--- src/fmrx_regs.svh ---
// register map, field positions, reset values and rule summary
//
// What this block does
// - frame-number-change flag on group-start blocks
// - status bits 2:1 report block group
// - method A last group ends 272/284; code keeps reporting group 3 past both
// - status bit 3 shows block sync
// - status bit 4 marks parity block
// - status bit 5 shows frame sync
// - status bit 6 flags CRC error
// - status bit 7 marks REAL block in frame type A only
// - 34-byte receive RAM behind read port
// - interrupt clears RAM read address
// - read strobe advances RAM address
// - any accumulation write clears address
// - accumulation bit 1 picks storage condition
// - code monitor: detect bit, code bits
// - fixed phase shifts sampling clock phase
// - bits 2:0 fine delay 0-4 steps
// - bits 5:3 coarse delay 0-4 steps
// - bit 6 advances phase by 1/5
// - bit gate window around clock edge
// - gate fields before/after block sync
// - inside/outside gate integration select
`ifndef FMRX_REGS_SVH
`define FMRX_REGS_SVH

// ----------------------------------------
// register indices, byte address is 4x
// ----------------------------------------
`define FMRX_IDX_STATUS 4'h2
`define FMRX_IDX_RAM 4'h3
`define FMRX_IDX_ACCUM 4'h4
`define FMRX_IDX_CODE 4'h7
`define FMRX_IDX_PHASE 4'h8
`define FMRX_IDX_GATE 4'h9

// ----------------------------------------
// fields and reset values
// ----------------------------------------
`define FMRX_ACCUM_BIT 1
`define FMRX_PHASE_RST 7'h00
`define FMRX_GATE_RST 4'h0
`define FMRX_RAM_BYTES 34
`define FMRX_STEP_MAX 3'h4
`define FMRX_LEAD_STEPS 7'sd25
`define FMRX_COARSE_STEPS 7'sd5

// ----------------------------------------
// block group boundaries
// ----------------------------------------
`define FMRX_B_G1 9'd14
`define FMRX_B_G2 9'd137
`define FMRX_B_G3 9'd150
`define FMRX_A_G1 9'd61
`define FMRX_A_G2 9'd131
`define FMRX_A_G3 9'd191
`define FMRX_A0_LAST 9'd272
`define FMRX_A1_LAST 9'd284

`endif

--- src/fmrx_pkg.sv ---
// types shared by the receive register bank
`default_nettype none
package fmrx_pkg;

  // facts about one received block
  typedef struct packed {
    logic [8:0] number;
    logic frame_sync;
    logic block_sync;
    logic parity;
    logic crc_err;
    logic real_blk;
    logic code_found;
    logic [1:0] code;
  } fmrx_block_type;

  // frame method selection
  typedef struct packed {
    logic method_a;
    logic variant_a1;
    logic frame_type_a;
  } fmrx_method_type;

  // bus slave phase
  typedef enum logic [1:0] {
    FMRX_IDLE,
    FMRX_ANSWER
  } fmrx_bus_type;

endpackage
`default_nettype wire

--- src/fmrx_rx_buffer.sv ---
// receive status, receive RAM port, code monitor and clock setup regs
`include "fmrx_regs.svh"
`timescale 1ns/1ps
`default_nettype none
module fmrx_rx_buffer #(
  parameter int RAM_BYTES = `FMRX_RAM_BYTES
) (
  // clock, reset, enable
  input wire logic i_clk,
  input wire logic i_reset,
  input wire logic i_ce,
  // apb slave
  input wire logic i_psel,
  input wire logic i_penable,
  input wire logic i_pwrite,
  input wire logic [7:0] i_paddr,
  input wire logic [31:0] i_pwdata,
  output logic o_pready,
  output logic [31:0] o_prdata,
  output logic o_pslverr,
  // receiver datapath
  input wire logic i_block_start,
  input wire fmrx_pkg::fmrx_block_type i_block,
  input wire logic i_byte_valid,
  input wire logic [7:0] i_byte,
  input wire logic i_irq_event,
  input wire fmrx_pkg::fmrx_method_type i_method,
  // clock regeneration
  input wire logic i_edge_in_gate,
  output logic signed [6:0] o_phase_offset,
  output logic [1:0] o_gate_sel,
  output logic o_use_inside_const
);
  import fmrx_pkg::*;

  localparam int AW = $clog2(RAM_BYTES + 1);
  localparam logic [AW-1:0] LAST = AW'(RAM_BYTES - 1);
  localparam logic [AW-1:0] DEPTH = AW'(RAM_BYTES);

  // ----------------------------------------
  // bus decode
  // ----------------------------------------
  fmrx_bus_type bus_q;
  logic setup;
  logic done;
  logic wr_done;
  logic rd_done;
  logic [5:0] idx;
  logic hit;

  assign setup = i_psel & ~i_penable;
  assign done = i_psel & i_penable & o_pready;
  assign wr_done = done & i_pwrite;
  assign rd_done = done & ~i_pwrite;
  assign idx = i_paddr[7:2];

  // a transfer ends at the edge where pready is already high, so writes
  // and pointer moves use done, never the setup cycle; this keeps a held
  // request from acting twice

  // word aligned map, each index one word
  always_comb begin
    hit = 1'b0;
    if (i_paddr[1:0] != 2'b00) begin
      hit = 1'b0;
    end else if (idx == 6'(`FMRX_IDX_STATUS)) begin
      hit = ~i_pwrite;
    end else if (idx == 6'(`FMRX_IDX_RAM)) begin
      hit = ~i_pwrite;
    end else if (idx == 6'(`FMRX_IDX_ACCUM)) begin
      hit = i_pwrite;
    end else if (idx == 6'(`FMRX_IDX_CODE)) begin
      hit = ~i_pwrite;
    end else if (idx == 6'(`FMRX_IDX_PHASE)) begin
      hit = 1'b1;
    end else if (idx == 6'(`FMRX_IDX_GATE)) begin
      hit = 1'b1;
    end
  end

  // ----------------------------------------
  // control registers
  // ----------------------------------------
  logic accum_q;
  logic [6:0] phase_q;
  logic [3:0] gate_q;

  // storage condition; value kept, any write also clears address
  always_ff @(posedge i_clk) begin
    if (i_reset) begin
      accum_q <= 1'b0;
    end else if (i_ce && wr_done && hit && idx == 6'(`FMRX_IDX_ACCUM)) begin
      accum_q <= i_pwdata[`FMRX_ACCUM_BIT];
    end
  end

  // fixed phase setup
  always_ff @(posedge i_clk) begin
    if (i_reset) begin
      phase_q <= `FMRX_PHASE_RST;
    end else if (i_ce && wr_done && hit && idx == 6'(`FMRX_IDX_PHASE)) begin
      phase_q <= i_pwdata[6:0];
    end
  end

  // bit gate setup
  always_ff @(posedge i_clk) begin
    if (i_reset) begin
      gate_q <= `FMRX_GATE_RST;
    end else if (i_ce && wr_done && hit && idx == 6'(`FMRX_IDX_GATE)) begin
      gate_q <= i_pwdata[3:0];
    end
  end

  // ----------------------------------------
  // status of the block in the RAM
  // ----------------------------------------
  logic [7:0] status_q;
  logic [2:0] code_q;
  logic [1:0] group;
  logic change;
  logic [8:0] n;

  assign n = i_block.number;

  // group boundaries depend on method and A variant
  always_comb begin
    group = 2'b00;
    change = 1'b0;
    if (i_method.method_a) begin
      if (n >= `FMRX_A_G3) begin
        group = 2'b11;
      end else if (n >= `FMRX_A_G2) begin
        group = 2'b10;
      end else if (n >= `FMRX_A_G1) begin
        group = 2'b01;
      end
      change = (n == 9'd1) || (n == `FMRX_A_G1) ||
               (n == `FMRX_A_G2) || (n == `FMRX_A_G3);
      if (!i_method.variant_a1 && n > `FMRX_A0_LAST) begin
        group = 2'b11;
      end
    end else begin
      if (n >= `FMRX_B_G3) begin
        group = 2'b11;
      end else if (n >= `FMRX_B_G2) begin
        group = 2'b10;
      end else if (n >= `FMRX_B_G1) begin
        group = 2'b01;
      end
      change = (n == 9'd1) || (n == `FMRX_B_G1) ||
               (n == `FMRX_B_G2) || (n == `FMRX_B_G3);
    end
  end

  // stored-block gate on the sync state of the new block
  logic store_ok;
  assign store_ok = accum_q ? (i_block.block_sync | i_block.frame_sync)
                            : i_block.frame_sync;

  // status and RAM describe the same block: both move only on a stored
  // block start, so a refused block leaves the last good one readable
  // latch status when a stored block begins
  always_ff @(posedge i_clk) begin
    if (i_reset) begin
      status_q <= 8'h00;
    end else if (i_ce && i_block_start && store_ok) begin
      status_q[0] <= change;
      status_q[2:1] <= group;
      status_q[3] <= i_block.block_sync;
      status_q[4] <= i_block.frame_sync & i_block.parity;
      status_q[5] <= i_block.frame_sync;
      status_q[6] <= i_block.crc_err;
      status_q[7] <= i_block.frame_sync & i_method.frame_type_a &
                     i_block.real_blk;
    end
  end

  // the monitor tracks every block start, stored or not, so software can
  // watch code detection even while storage is held off
  // identification code monitor
  always_ff @(posedge i_clk) begin
    if (i_reset) begin
      code_q <= 3'h0;
    end else if (i_ce && i_block_start) begin
      code_q <= {i_block.code_found, i_block.code};
    end
  end

  // ----------------------------------------
  // receive RAM
  // ----------------------------------------
  logic [7:0] ram [RAM_BYTES];
  logic [AW-1:0] wr_ptr_q;
  logic filling_q;
  logic [AW-1:0] rd_ptr_q;
  logic clr_rd;

  // filling window opens on a stored block, bytes past 34 dropped
  always_ff @(posedge i_clk) begin
    if (i_reset) begin
      filling_q <= 1'b0;
    end else if (i_ce && i_block_start) begin
      filling_q <= store_ok;
    end
  end

  always_ff @(posedge i_clk) begin
    if (i_reset) begin
      wr_ptr_q <= '0;
    end else if (i_ce && i_block_start) begin
      wr_ptr_q <= '0;
    end else if (i_ce && i_byte_valid && filling_q && wr_ptr_q < DEPTH) begin
      wr_ptr_q <= wr_ptr_q + AW'(1);
    end
  end

  // no reset on the array: contents undefined until filled
  always_ff @(posedge i_clk) begin
    if (i_ce && i_byte_valid && filling_q && wr_ptr_q < DEPTH) begin
      ram[wr_ptr_q] <= i_byte;
    end
  end

  // clear has priority over advance in the same cycle
  assign clr_rd = i_irq_event |
                  (wr_done && hit && idx == 6'(`FMRX_IDX_ACCUM));

  // the pointer parks on the last byte instead of wrapping: an over-read
  // returns the final byte again rather than byte 0 of a stale pass
  // read strobe is completion of a RAM port read
  always_ff @(posedge i_clk) begin
    if (i_reset) begin
      rd_ptr_q <= '0;
    end else if (i_ce && clr_rd) begin
      rd_ptr_q <= '0;
    end else if (i_ce && rd_done && hit && idx == 6'(`FMRX_IDX_RAM)) begin
      if (rd_ptr_q != LAST) begin
        rd_ptr_q <= rd_ptr_q + AW'(1);
      end
    end
  end

  // ----------------------------------------
  // apb answer, one wait-free access phase
  // ----------------------------------------
  logic [7:0] rd_byte;

  // read mux; write-only registers read as zero
  always_comb begin
    rd_byte = 8'h00;
    if (idx == 6'(`FMRX_IDX_STATUS)) begin
      rd_byte = status_q;
    end else if (idx == 6'(`FMRX_IDX_RAM)) begin
      rd_byte = ram[rd_ptr_q];
    end else if (idx == 6'(`FMRX_IDX_CODE)) begin
      rd_byte = {5'h00, code_q};
    end
  end

  // pready rises in the access phase after setup
  always_ff @(posedge i_clk) begin
    if (i_reset) begin
      bus_q <= FMRX_IDLE;
      o_pready <= 1'b0;
      o_pslverr <= 1'b0;
      o_prdata <= 32'h0000_0000;
    end else if (i_ce) begin
      case (bus_q)
        FMRX_IDLE: begin
          if (setup) begin
            bus_q <= FMRX_ANSWER;
            o_pready <= 1'b1;
            o_pslverr <= ~hit;
            o_prdata <= (hit && !i_pwrite) ? {24'h00_0000, rd_byte} : 32'h0000_0000;
          end
        end
        FMRX_ANSWER: begin
          bus_q <= FMRX_IDLE;
          o_pready <= 1'b0;
          o_pslverr <= 1'b0;
          o_prdata <= 32'h0000_0000;
        end
        default: begin
          bus_q <= FMRX_IDLE;
        end
      endcase
    end
  end

  // ----------------------------------------
  // clock regeneration controls
  // ----------------------------------------
  logic [2:0] fine;
  logic [2:0] coarse;
  logic signed [6:0] net;

  // inhibited codes saturate at four steps to keep the range bounded
  assign fine = (phase_q[2:0] > `FMRX_STEP_MAX) ? `FMRX_STEP_MAX
                                                : phase_q[2:0];
  assign coarse = (phase_q[5:3] > `FMRX_STEP_MAX) ? `FMRX_STEP_MAX
                                                  : phase_q[5:3];

  // full lead is 25 fine steps and one coarse step is 5 fine steps, so
  // the net value spans 25 down to -24 and fits a 7-bit signed word
  // offset in 1/125 units, positive means lead
  always_comb begin
    net = 7'sd0;
    if (phase_q[6]) begin
      net = `FMRX_LEAD_STEPS;
    end
    net = net - 7'(`FMRX_COARSE_STEPS * $signed({4'h0, coarse}))
              - $signed({4'h0, fine});
  end

  always_ff @(posedge i_clk) begin
    if (i_reset) begin
      o_phase_offset <= 7'sd0;
    end else if (i_ce) begin
      o_phase_offset <= net;
    end
  end

  // the gate follows the stored block's sync bit, one edge late; the
  // phase loop sees a stable code for the whole block
  // gate width picked by block sync state of the last stored block
  always_ff @(posedge i_clk) begin
    if (i_reset) begin
      o_gate_sel <= 2'b00;
    end else if (i_ce) begin
      o_gate_sel <= status_q[3] ? gate_q[3:2] : gate_q[1:0];
    end
  end

  // which integration constant the phase loop applies
  always_ff @(posedge i_clk) begin
    if (i_reset) begin
      o_use_inside_const <= 1'b0;
    end else if (i_ce) begin
      o_use_inside_const <= i_edge_in_gate & (o_gate_sel != 2'b00);
    end
  end

endmodule // fmrx_rx_buffer
`default_nettype wire

--- config.mk ---
export PLATFORM = sky130hd
export DESIGN_NAME = fmrx_rx_buffer
export DESIGN_NICKNAME = d
export VERILOG_FILES = /design/src/fmrx_pkg.sv /design/src/fmrx_rx_buffer.sv
export VERILOG_INCLUDE_DIRS = /design/src
export SDC_FILE = /design/constraint.sdc
export NUM_CORES = 1
export LEC_CHECK = 0
export BUFFER_PORTS_ARGS = -buffer_cell sky130_fd_sc_hd__buf_2
export CAP_MARGIN = 40
export CORE_UTILIZATION = 55
export DETAILED_ROUTE_END_ITERATION = 10
export PLACE_DENSITY = 0.81
export SYNTH_ARGS = -nofsm -noshare
export SYNTH_HDL_FRONTEND = slang
export SYNTH_SLANG_ARGS = --single-unit
--- constraint.sdc ---
create_clock -name i_clk -period 2.44 [get_ports i_clk]
set_input_delay 0.122 -clock i_clk [delete_from_list [all_inputs] [get_ports i_clk]]
set_output_delay 0.122 -clock i_clk [all_outputs]
set_load 0.05 [all_outputs]
==> results of run 1 <==
[path summary, 6_finish.rpt]
| kind | start | end | cells after the start |
|---|---|---|---|
| worst max-delay path | phase_q[5] | o_phase_offset[6] | 10 |
| worst min-delay path | i_block[16] | status_q[0] | 4 |
| worst max register to register | phase_q[5] | o_phase_offset[6] | 10 |
| worst min register to register | filling_q | filling_q | 2 |
[layer usage]
metal	up-vias	wire, um
li1	3918	-
met1	4381	12900
met2	490	15800
met3	82	2760
met4	0	964
met5	-	0
[cell families (layout without fill, tap and decap cells)]
group	after synthesis	after routing	share of synthesized area (%)
AND/OR/NAND/NOR	245	245	8.84
AO/OA/AOI/OAI	137	137	6.73
XOR/XNOR	8	8	0.498
other	1	24	0.0266
flip-flops	334	334	66.8
multiplexers	111	111	12.2
adder cells (fa/ha/maj)	18	18	1.76
buffers and inverters	91	238	3.09
[power groups by stage]
| stage | sequential, mW | combinational (mW) | clock (mW) |
|---|---|---|---|
| 6_report | 6.18 | 0.389 | 5.11 |
| 5_1_grt | 6.18 | 0.413 | 5.37 |
| 4_1_cts | 6.18 | 0.381 | 5.16 |
| 3_5_place_dp | 6.30 | 0.354 | 0 |
| 3_3_place_gp | 6.30 | 0.343 | 0 |
| 2_1_floorplan | 6.32 | 0.199 | 0 |
[cell usage after synthesis (all sizes together) (9+ instances only)]
master and instances:
a2111oi 9, a211oi 15, a21oi 29, a22oi 9, buf 40, clkbuf 29, dfxtp 62, edfxtp 272
ha 15, inv 22, mux2 16, mux2i 48, mux4 47, nand2 32, nand2b 12, nand3 17
nor2 92, nor2b 14, nor3 22, o21ai 16, o22ai 15, or3 9
[sequential cells by signal (all words and copies together) (netlist names), named ones only]
signal	count
accum_q	1
bus_q	1
code_q	3
filling_q	1
gate_q	4
o_gate_sel	2
o_phase_offset	7
o_prdata	8
o_pslverr	1
o_use_inside_const	1
phase_q	7
ram	272
rd_ptr_q	6
status_q	8
wr_ptr_q	6
[critical path, stage by stage (launching register included)]
cell	delay, ns
dfxtp_1	0.31
buf_4	0.15
ha_1	0.19
ha_1	0.20
inv_1	0.07
fa_1	0.41
ha_1	0.35
nand2_1	0.07
o21ai_1	0.16
xor2_1	0.08
a211oi_1	0.25
[final cells by class]
cell class              count  area, um^2
multi-input cells         543        4350
repair buffers            155        1100
flip-flops and latches    334        9420
fillers                  1706        8660
well taps                 330         413
inverters                  22        82.6
clock buffers              45         933
clock inverters            16         156
[metrics by stage]
step | area, um^2 | util (%)
6_report | 16500 | 65.5
5_1_grt | 16500 | 65.5
4_1_cts | 16400 | 65.3
3_5_place_dp | 15100 | 60.1
3_3_place_gp | 15100 | 60.1
2_1_floorplan | 14200 | -
[timing repair]
item / CTS / global route
buffers inserted: 0 / 1
resized for setup: 0 / 12
endpoints found under the setup margin: 0 / 5
hold buffers: 21 / 0
endpoints found under the hold margin: 21 / 0
==> key figures, run 1 <==
Final layout
  • Diode count: 0
  • Area delta synth->final: 16.9%
  • Commonest non-fill, non-tap cells in the layout: edfxtp_1 (272), nor2_1 (92), buf_2 (71), dfxtp_1 (59), buf_4 (59)
  • Layout cells sized above 1: around 24%
  • Nets: 1186
  • Fin cells: 1445
  • Commonest non-fill, non-tap cell in the layout: edfxtp_1

Clock network
  • CTS Buf Count: 34
  • CTS tree: built
  • Reg clk slew, reported paths: 0.06 ns
  • Worst-skew pair later-pin latency: 0.51 ns
  • Root cell of the clock tree: clkbuf_16
  • Clock Tree Buf Depth: 3
  • H-tree Lvls: 2
  • Number of clock sinks: 334

Routing
  • Final WL: 32.4 mm
  • DR vias/cell: just over 6
  • Final ANT Viol Nets: 0
  • Vias: between 8000 and 9000
  • WL per Instance: 22.5 um
  • Number of remaining DRC errors: 0
  • Pre-antenna DRT Iters: 7
  • Detailed router's first-iteration violation count: between 1000 and 1500

Global routing
  • Largest net degree at the start of global routing: 44
  • Met3 GRT Util: 4.55%
  • Initial antenna violation count: 0
  • Most used routing layer: met2
  • Grt total ovfl: 0
  • GR Layer Usage met1: 32.4%
  • Vias in the first global route: between 8000 and 9000
  • Tot GR Track Use: 24.5%
  • Met2 Usage GRT: 41.1%
  • First-pass GRT wire length: 48.1 mm

Critical path
  • Max FO, Critical Path: 5
  • Critical path type: reg -> reg
  • Crit path DAT: around 2.8 ns
  • WP data required: 2.85 ns
  • Nature of the critical path startpoint: register
  • Worst setup EP type: register
  • R2r setup slk: 0.09 ns

STA
  • Max Clock Freq: about 0.42 GHz
  • Final period util: 96.5%
  • Tightest Pin Transition: between 0.7 and 0.8 ns
  • Final Skew: 0.0143 ns
  • Crit path time final: roughly 2.4 ns
  • Final hold violation count: 0
  • Post-Route Setup TNS: 0 ns
  • Slew Viols, Final: 0
  • Final setup viols: 0
  • Slew Limit Headroom: 48.1%
  • Hold WS: 0.0481 ns
  • Worst setup margin: roughly 0.086 ns

Synthesis
  • Register area share after synthesis: 66.8%
  • Synthesized area: 14100 um^2
  • Synth top area cells: edfxtp_1 (58%), dfxtp_1 (8.8%), mux4_2 (7.5%), mux2i_1 (3.4%), nor2_1 (2.5%)
  • Yosys warnings: 0
  • Syn Area/Cell: 14.9 um^2
  • Synth Flop Type: edfxtp_1
  • Yosys top cell area share: between 50% and 60%
  • Synth area leader: edfxtp_1
  • Post-synth cell types: 64
  • Async SR Flop Fraction: 0%
  • Yosys reg bits: 334
  • Synthesized instance count: 945
  • Post-synth EDFFs: about 270

Floorplanning
  • Core area: 25100 um^2
  • IO Pins: ~120
  • Num rows: slightly below 60
  • Die area: 26200 um^2
  • Height of the die: 162 um
  • Starting Density: 56.1%
  • Die W: about 160 um

Placed design
  • IO buf count: 71
  • Setup WS pre-CTS: 0.0235 ns
  • Dpl cells: 1362
  • Dpl hpwl: around 20 mm
  • Gp weighted congestion: between 0.9 and 1

Pwr
  • Power, Total: 11.7 mW
  • Leakage: 5.56 nW
  • Switching power: 2.40 mW
  • Internal power: 9.28 mW
  • Share of power burned in registers: 52.9%
  • Sw frac: 20.6%
  • Max VDD drop: between 0.0005 and 0.0006 V
  • Pwr Density: 710 nW/um^2
  • Combinational share of power: 3.3%
  • Clock Power Share: 43.8%

Min path
  • Type of the worst min-delay path: in -> reg

Run
  • # Max-Cap Violations: 0

Status
  • Outcome: finished, final reports clean
Note: power is estimated with default switching activity, not from simulation.
==> inputs of run 2 (changes only) <==
--- a/config.mk
+++ b/config.mk
@@ -9,6 +9,7 @@
 export BUFFER_PORTS_ARGS = -buffer_cell sky130_fd_sc_hd__buf_2
 export CAP_MARGIN = 40
 export CORE_UTILIZATION = 55
+export CTS_BUF_LIST = sky130_fd_sc_hd__clkbuf_16
 export DETAILED_ROUTE_END_ITERATION = 10
 export PLACE_DENSITY = 0.81
 export SYNTH_ARGS = -nofsm -noshare
==> run 2 against run 1 <==
Compared with the run above:
- flip-flop and latch count did not move
- worst hold slack worse by 0.0073 ns
- total power is 0.86% lower
- non-clock buffer count unchanged
- fmax about the same
- highest routed layer unchanged
==> key figures, run 2 (same netlist as run 1, synthesis figures left out) <==
Status
  • Outcome: finished, final reports clean (unchanged)

Critical path
  • Nature of the critical path startpoint: register (unchanged)
  • Critical Path Sink: o_phase_offset[6] (unchanged)
  • Crit path top cell by count: ha_1 (unchanged)
  • Worst setup EP type: register (unchanged)
  • Critical path type: reg -> reg (unchanged)
  • Worst reg2reg path depth: 10 (unchanged)
  • Critical Path Source: phase_q[5] (unchanged)
  • Max FO, Critical Path: 5 (unchanged)
  • Crit path DAT: 2.76 ns (about the same)
  • R2r setup slk: 0.09 ns (about the same)
  • Worst path slowest cell: fa_1 (unchanged)
  • Worst reg2reg path endpoint: o_phase_offset[6] (unchanged)
  • Crit-path cells: buf_4 > ha_1 > ha_1 > inv_1 > fa_1 > ha_1 > nand2_1 > o21ai_1 > xor2_1 > a211oi_1 (unchanged)
  • WP data required: 2.85 ns (about the same)
  • Worst reg2reg startpoint: phase_q[5] (unchanged)
  • Crit-path max cell delay: 0.41 ns (about the same)

STA
  • Final setup viols: 0 (unchanged)
  • Hold WS: 0.0408 ns (was 0.0481 ns)
  • Tightest Pin Transition: 0.786 ns (was 0.777 ns)
  • Final period util: 96.5% (about the same)
  • Crit path time final: 2.35 ns (about the same)
  • Slew Limit Headroom: 47.6% (was 48.1%)
  • Post-Route Setup TNS: 0 ns (unchanged)
  • Final Skew: 0.0123 ns (was 0.0143 ns)
  • Slew Viols, Final: 0 (unchanged)
  • Max Clock Freq: 0.425 GHz (about the same)
  • Final hold violation count: 0 (unchanged)

Pwr
  • Share of power burned in registers: 53.4% (was 52.9%)
  • Sw frac: 20.7% (was 20.6%)
  • Internal power: 9.18 mW (was 9.28 mW)
  • Combinational share of power: 3.4% (was 3.3%)
  • Switching power: 2.40 mW (about the same)
  • Clock Power Share: 43.3% (was 43.8%)
  • Leakage: 5.59 nW (was 5.56 nW)
  • Pwr Density: 704 nW/um^2 (was 710 nW/um^2)
  • Max VDD drop: 0.000551 V (was 0.000562 V)

Final layout
  • Nets: 1186 (unchanged)
  • Finished Cell Area: 16400 um^2 (was 16500 um^2)
  • Top Registers: ram x272, o_prdata x8, status_q x8 (unchanged)
  • Area delta synth->final: 16.8% (was 16.9%)
  • Sequential cell area: 9420 um^2 (unchanged)
  • Fillers: 1711 (was 1706)
  • Area occupied by multi-input gates: 4350 um^2 (about the same)
  • Layout cells sized above 1: 24.2% (was 24.1%)
  • Reg with most FFs: ram (unchanged)
  • Largest register FFs: 272 (unchanged)
  • Diode count: 0 (unchanged)
  • Commonest non-fill, non-tap cells in the layout: edfxtp_1 (272), nor2_1 (92), buf_2 (71), dfxtp_1 (59), buf_4 (59) (unchanged)
  • Commonest non-fill, non-tap cell in the layout: edfxtp_1 (unchanged)

Floorplanning
  • Die W: 162 um (unchanged)
  • IO Pins: 122 (unchanged)
  • Starting Density: 56.1% (unchanged)
  • Core area: 25100 um^2 (unchanged)
  • Height of the die: 162 um (unchanged)
  • Num rows: 58 (unchanged)
  • Die area: 26200 um^2 (unchanged)

Routing
  • WL per Instance: 22.4 um (was 22.5 um)
  • Final WL: 32.3 mm (was 32.4 mm)
  • Number of remaining DRC errors: 0 (unchanged)
  • Detailed router's first-iteration violation count: 1311 (was 1292)
  • Pre-antenna DRT Iters: 5 (was 7)
  • DR vias/cell: 6.13 (was 6.14)
  • Final ANT Viol Nets: 0 (unchanged)
  • Vias: 8862 (was 8871)

Global routing
  • Vias in the first global route: 8561 (was 8551)
  • First-pass GRT wire length: 48.1 mm (about the same)
  • Largest net degree at the start of global routing: 44 (unchanged)
  • Tot GR Track Use: 24.5% (about the same)
  • Grt total ovfl: 0 (unchanged)
  • Initial antenna violation count: 0 (unchanged)

Run
  • # Max-Cap Violations: 0 (unchanged)

Min path
  • Type of the worst min-delay path: in -> reg (unchanged)
  • Hold Startpoint: i_block[16] (unchanged)

Clock network
  • Clock Tree Buf Depth: 3 (unchanged)
  • CTS Buf Count: 34 (unchanged)
  • Reg clk slew, reported paths: 0.06 ns (about the same)
  • Number of clock sinks: 334 (unchanged)
  • Root cell of the clock tree: clkbuf_16 (unchanged)
  • H-tree Lvls: 2 (unchanged)
  • Worst-skew pair later-pin latency: 0.51 ns (about the same)
  • CTS tree: built (unchanged)

Placed design
  • Gp weighted congestion: 0.962 (unchanged)
  • Dpl hpwl: 20.1 mm (unchanged)
  • Placed instance area: 15100 um^2 (unchanged)
  • IO buf count: 71 (unchanged)
run 2: stage by stage:
step           util [%]  setup slack, ns  cells  total power, mW
2_1_floorplan         -            0.192    968             6.52
3_3_place_gp       60.1           0.0915   1362             6.64
3_5_place_dp       60.1           0.0235   1362             6.65
4_1_cts            65.2           0.0119   1444             11.6
5_1_grt            65.5          -0.0425   1445             11.9
6_report           65.5           0.0857   1445             11.6
run 2: metal layers:
metal  wire (um)  vias up  GRT usage, %
met1       13000     4385          32.3
li1            -     3915             -
met5           0        -             0
met4         988        0          8.32
met3        2620       88          4.55
met2       15800      474          41.2
run 2: worst min-delay path by stage:
| stage | end | slack [ns] | depth (start not counted) |
|---|---|---|---|
| 6_report | status_q[0] | 0.04 | 4 |
| 5_1_grt | status_q[0] | 0.06 | 4 |
| 4_1_cts | status_q[0] | 0.02 | 4 |
| 3_5_place_dp | phase_q[4] | 0.36 | 3 |
| 3_3_place_gp | phase_q[4] | 0.36 | 3 |
| 2_1_floorplan | ram[0][0] | 0.22 | 0 |
run 2: critical path, delay by kind of cell, from the launching register on:
kind	cells	cell delay [ns]
simple gates	1	0.07
xor+xnor	1	0.08
buf+inv	2	0.22
compound gates	2	0.41
fa+ha+maj	4	1.15
flops	1	0.31
run 2: final cells by class:
cell class / count / share of cell area, %
sequential: 334 / 57.3
timing repair buffer: 155 / 6.67
multi-input combinational: 543 / 26.5
clock inverter: 26 / 1.18
inverter: 22 / 0.502
tap: 330 / 2.51
clock buffer: 35 / 5.33
run 2: what timing repair did:
| action | 4_1_cts | 5_1_grt |
|---|---|---|
| hold endpoints to repair | 21 | 0 |
| setup buffers | 0 | 1 |
| endpoints found under the setup margin | 0 | 4 |
| hold buffers | 21 | 0 |
| resized for setup | 0 | 13 |
run 2: power groups by stage:
stage | sequential, mW | combinational [mW] | clock (mW)
floorplan | 6.32 | 0.199 | 0
global placement | 6.30 | 0.343 | 0
detailed placement | 6.30 | 0.354 | 0
CTS | 6.18 | 0.381 | 5.07
global route | 6.18 | 0.413 | 5.29
finish | 6.18 | 0.389 | 5.01
==> inputs of run 3 (changes only) <==
--- a/config.mk
+++ b/config.mk
@@ -15,3 +15,4 @@
 export SYNTH_ARGS = -nofsm -noshare
 export SYNTH_HDL_FRONTEND = slang
 export SYNTH_SLANG_ARGS = --single-unit
+export TNS_END_PERCENT = 50
==> constraint.sdc (replaced) <==
create_clock -name i_clk -period 2.39 [get_ports i_clk]
set_input_delay 0.1195 -clock i_clk [delete_from_list [all_inputs] [get_ports i_clk]]
set_output_delay 0.1195 -clock i_clk [all_outputs]
set_load 0.05 [all_outputs]
==> run 3 against run 2 <==
Compared with the run above:
- setup slack lost 0.024 ns
- non-clock buffer count grew 8
- sequential share of layout area shrank 0.64 points
- register-to-register slack lost 0.02 ns
- final cell count grew 0.48%
- critical path depth is the same
==> key figures, run 3 (same netlist as run 1, synthesis figures left out) <==
Min path
  • Hold Path Depth: 4 (unchanged)
  • Type of the worst min-delay path: in -> reg (unchanged)
  • Hold Startpoint: i_block[16] (unchanged)
  • WHS Endpoint: status_q[0] (unchanged)

Critical path
  • R2r setup slk: 0.06 ns (was 0.09 ns)
  • Worst reg2reg path depth: 10 (unchanged)
  • Worst path slowest cell: fa_1 (unchanged)
  • Levels on crit path: 10 (unchanged)
  • Worst setup EP type: register (unchanged)
  • Crit-path cells: nor2b_2 > ha_2 > ha_4 > inv_1 > fa_1 > ha_4 > nand2_1 > o21ai_1 > xor2_1 > a211oi_1 (was buf_4 > ha_1 > ha_1 > inv_1 > fa_1 > ha_1 > nand2_1 > o21ai_1 > xor2_1 > a211oi_1)
  • Critical Path Source: phase_q[3] (was phase_q[5])
  • Critical path type: reg -> reg (unchanged)
  • Crit-path max cell delay: 0.49 ns (was 0.41 ns)
  • Delay-heaviest family, CP: adder cells (unchanged)
  • Worst reg2reg path endpoint: o_phase_offset[6] (unchanged)
  • Max FO, Critical Path: 3 (was 5)
  • Worst path bufs/invs: 1 (was 2)
  • Worst reg2reg startpoint: phase_q[3] (was phase_q[5])
  • Nature of the critical path startpoint: register (unchanged)
  • Crit path DAT: 2.75 ns (was 2.76 ns)
  • WP data required: 2.82 ns (was 2.85 ns)
  • Crit path top cell by count: ha_4 (was ha_1)

Routing
  • Number of remaining DRC errors: 0 (unchanged)
  • Vias: 8908 (was 8862)
  • Detailed router's first-iteration violation count: 1157 (was 1311)
  • Pre-antenna DRT Iters: 5 (unchanged)
  • Final ANT Viol Nets: 0 (unchanged)
  • WL per Instance: 22.5 um (was 22.4 um)
  • Final WL: 32.6 mm (was 32.3 mm)
  • DR vias/cell: 6.13 (about the same)

Final layout
  • Diode count: 0 (unchanged)
  • Commonest non-fill, non-tap cells in the layout: edfxtp_1 (272), nor2_1 (92), buf_2 (71), buf_4 (68), dfxtp_1 (60) (was edfxtp_1 (272), nor2_1 (92), buf_2 (71), dfxtp_1 (59), buf_4 (59))
  • Area delta synth->final: 18.0% (was 16.8%)
  • Commonest non-fill, non-tap cell in the layout: edfxtp_1 (unchanged)
  • Largest register FFs: 272 (unchanged)
  • Nets: 1194 (was 1186)
  • Fin util: 66.2% (was 65.5%)
  • Top Registers: ram x272, o_prdata x8, status_q x8 (unchanged)
  • Layout cells sized above 1: 25.8% (was 24.2%)
  • Reg with most FFs: ram (unchanged)

Global routing
  • Vias in the first global route: 8795 (was 8561)
  • Initial antenna violation count: 0 (unchanged)
  • First-pass GRT wire length: 49.1 mm (was 48.1 mm)
  • Largest net degree at the start of global routing: 44 (unchanged)
  • Tot GR Track Use: 25.0% (was 24.5%)
  • Grt total ovfl: 0 (unchanged)

Floorplanning
  • Die area: 26200 um^2 (unchanged)
  • Die W: 162 um (unchanged)
  • IO Pins: 122 (unchanged)
  • Height of the die: 162 um (unchanged)
  • Core area: 25100 um^2 (unchanged)
  • Num rows: 58 (unchanged)
  • Starting Density: 56.1% (unchanged)

Pwr
  • Max VDD drop: 0.000539 V (was 0.000551 V)
  • Pwr Density: 727 nW/um^2 (was 704 nW/um^2)
  • Leakage: 5.63 nW (was 5.59 nW)
  • Power, Total: 12.1 mW (was 11.6 mW)

Placed design
  • IO buf count: 71 (unchanged)
  • Gp weighted congestion: 0.943 (was 0.962)
  • Dpl hpwl: 20.4 mm (was 20.1 mm)

STA
  • Max Clock Freq: 0.430 GHz (was 0.425 GHz)
  • Final period util: 97.4% (was 96.5%)
  • RSZ-0062 raised after global routing: true
  • Final Skew: 0.0138 ns (was 0.0123 ns)
  • Slew Viols, Final: 0 (unchanged)
  • Tightest Pin Transition: 0.778 ns (was 0.786 ns)
  • Slew Limit Headroom: 48.1% (was 47.6%)
  • Post-Route Setup TNS: 0 ns (unchanged)
  • Final hold violation count: 0 (unchanged)
  • Final setup viols: 0 (unchanged)
  • Crit path time final: 2.33 ns (was 2.35 ns)

Clock network
  • Reg clk slew, reported paths: 0.06 ns (about the same)
  • CTS Buf Count: 34 (unchanged)
  • Postcts setup bufs: 0 (unchanged)
  • CTS tree: built (unchanged)
  • Root cell of the clock tree: clkbuf_16 (unchanged)
  • Number of clock sinks: 334 (unchanged)
  • Worst-skew pair later-pin latency: 0.52 ns (was 0.51 ns)
  • H-tree Lvls: 2 (unchanged)
  • Clock Tree Buf Depth: 3 (unchanged)

Run
  • # Max-Cap Violations: 0 (unchanged)

Status
  • Outcome: finished, final reports clean (unchanged)
-- run 3: worst max-delay path by stage --
stage / to / slack (ns)
after detailed placement: o_phase_offset[5] / -0.01
after CTS: o_phase_offset[6] / 0.003
after global routing: o_phase_offset[5] / -0.05
after floorplan: o_phase_offset[6] / 0.14
final: o_phase_offset[6] / 0.06
after global placement: o_phase_offset[6] / 0.05
-- run 3: power breakdown --
group	internal (mW)	switching [mW]	total (mW)
sequential	6.29	0.0130	6.31
clock	3.22	2.15	5.38
combinational	0.0973	0.300	0.397
total	9.62	2.47	12.1
-- run 3: final cells by class --
class | count | area, um^2
sequential | 334 | 9420
fill | 1659 | 8490
multi-input combinational | 543 | 4430
timing repair buffer | 163 | 1140
clock buffer | 37 | 926
tap | 330 | 413
clock inverter | 23 | 215
inverter | 22 | 82.6
-- run 3: metal layers --
metal,vias up,global-route usage (%),share of wire [%]
met2,524,41.7,49
met4,0,10.7,3.5
met3,85,4.03,8.0
li1,3931,-,-
met5,-,0,0
met1,4368,32.7,40
-- run 3: through the flow --
step / worst slack (ns) / hold WS, ns / instances / cell area (um^2)
after floorplan: 0.142 / 0.218 / 968 / 14200
final: 0.0621 / 0.0453 / 1452 / 16600
after global placement: 0.0510 / 0.362 / 1371 / 15200
after detailed placement: -0.0102 / 0.366 / 1371 / 15200
after CTS: 0.00260 / 0.0149 / 1452 / 16500
after global routing: -0.0502 / 0.0602 / 1452 / 16600
-- run 3: timing repair --
action,4_1_cts,5_1_grt
endpoints found under the hold margin,21,0
hold buffers,21,0
pin swaps,0,4
resized for setup,2,18
setup endpoints to repair,2,3
-- run 3: worst register-to-register path: stages, from the launching register on --
cell      delay [ns]
dfxtp_1         0.34
nor2b_2         0.19
ha_2            0.22
ha_4            0.13
inv_1           0.04
fa_1            0.49
ha_4            0.31
nand2_1         0.05
o21ai_1         0.15
xor2_1          0.08
a211oi_1        0.23
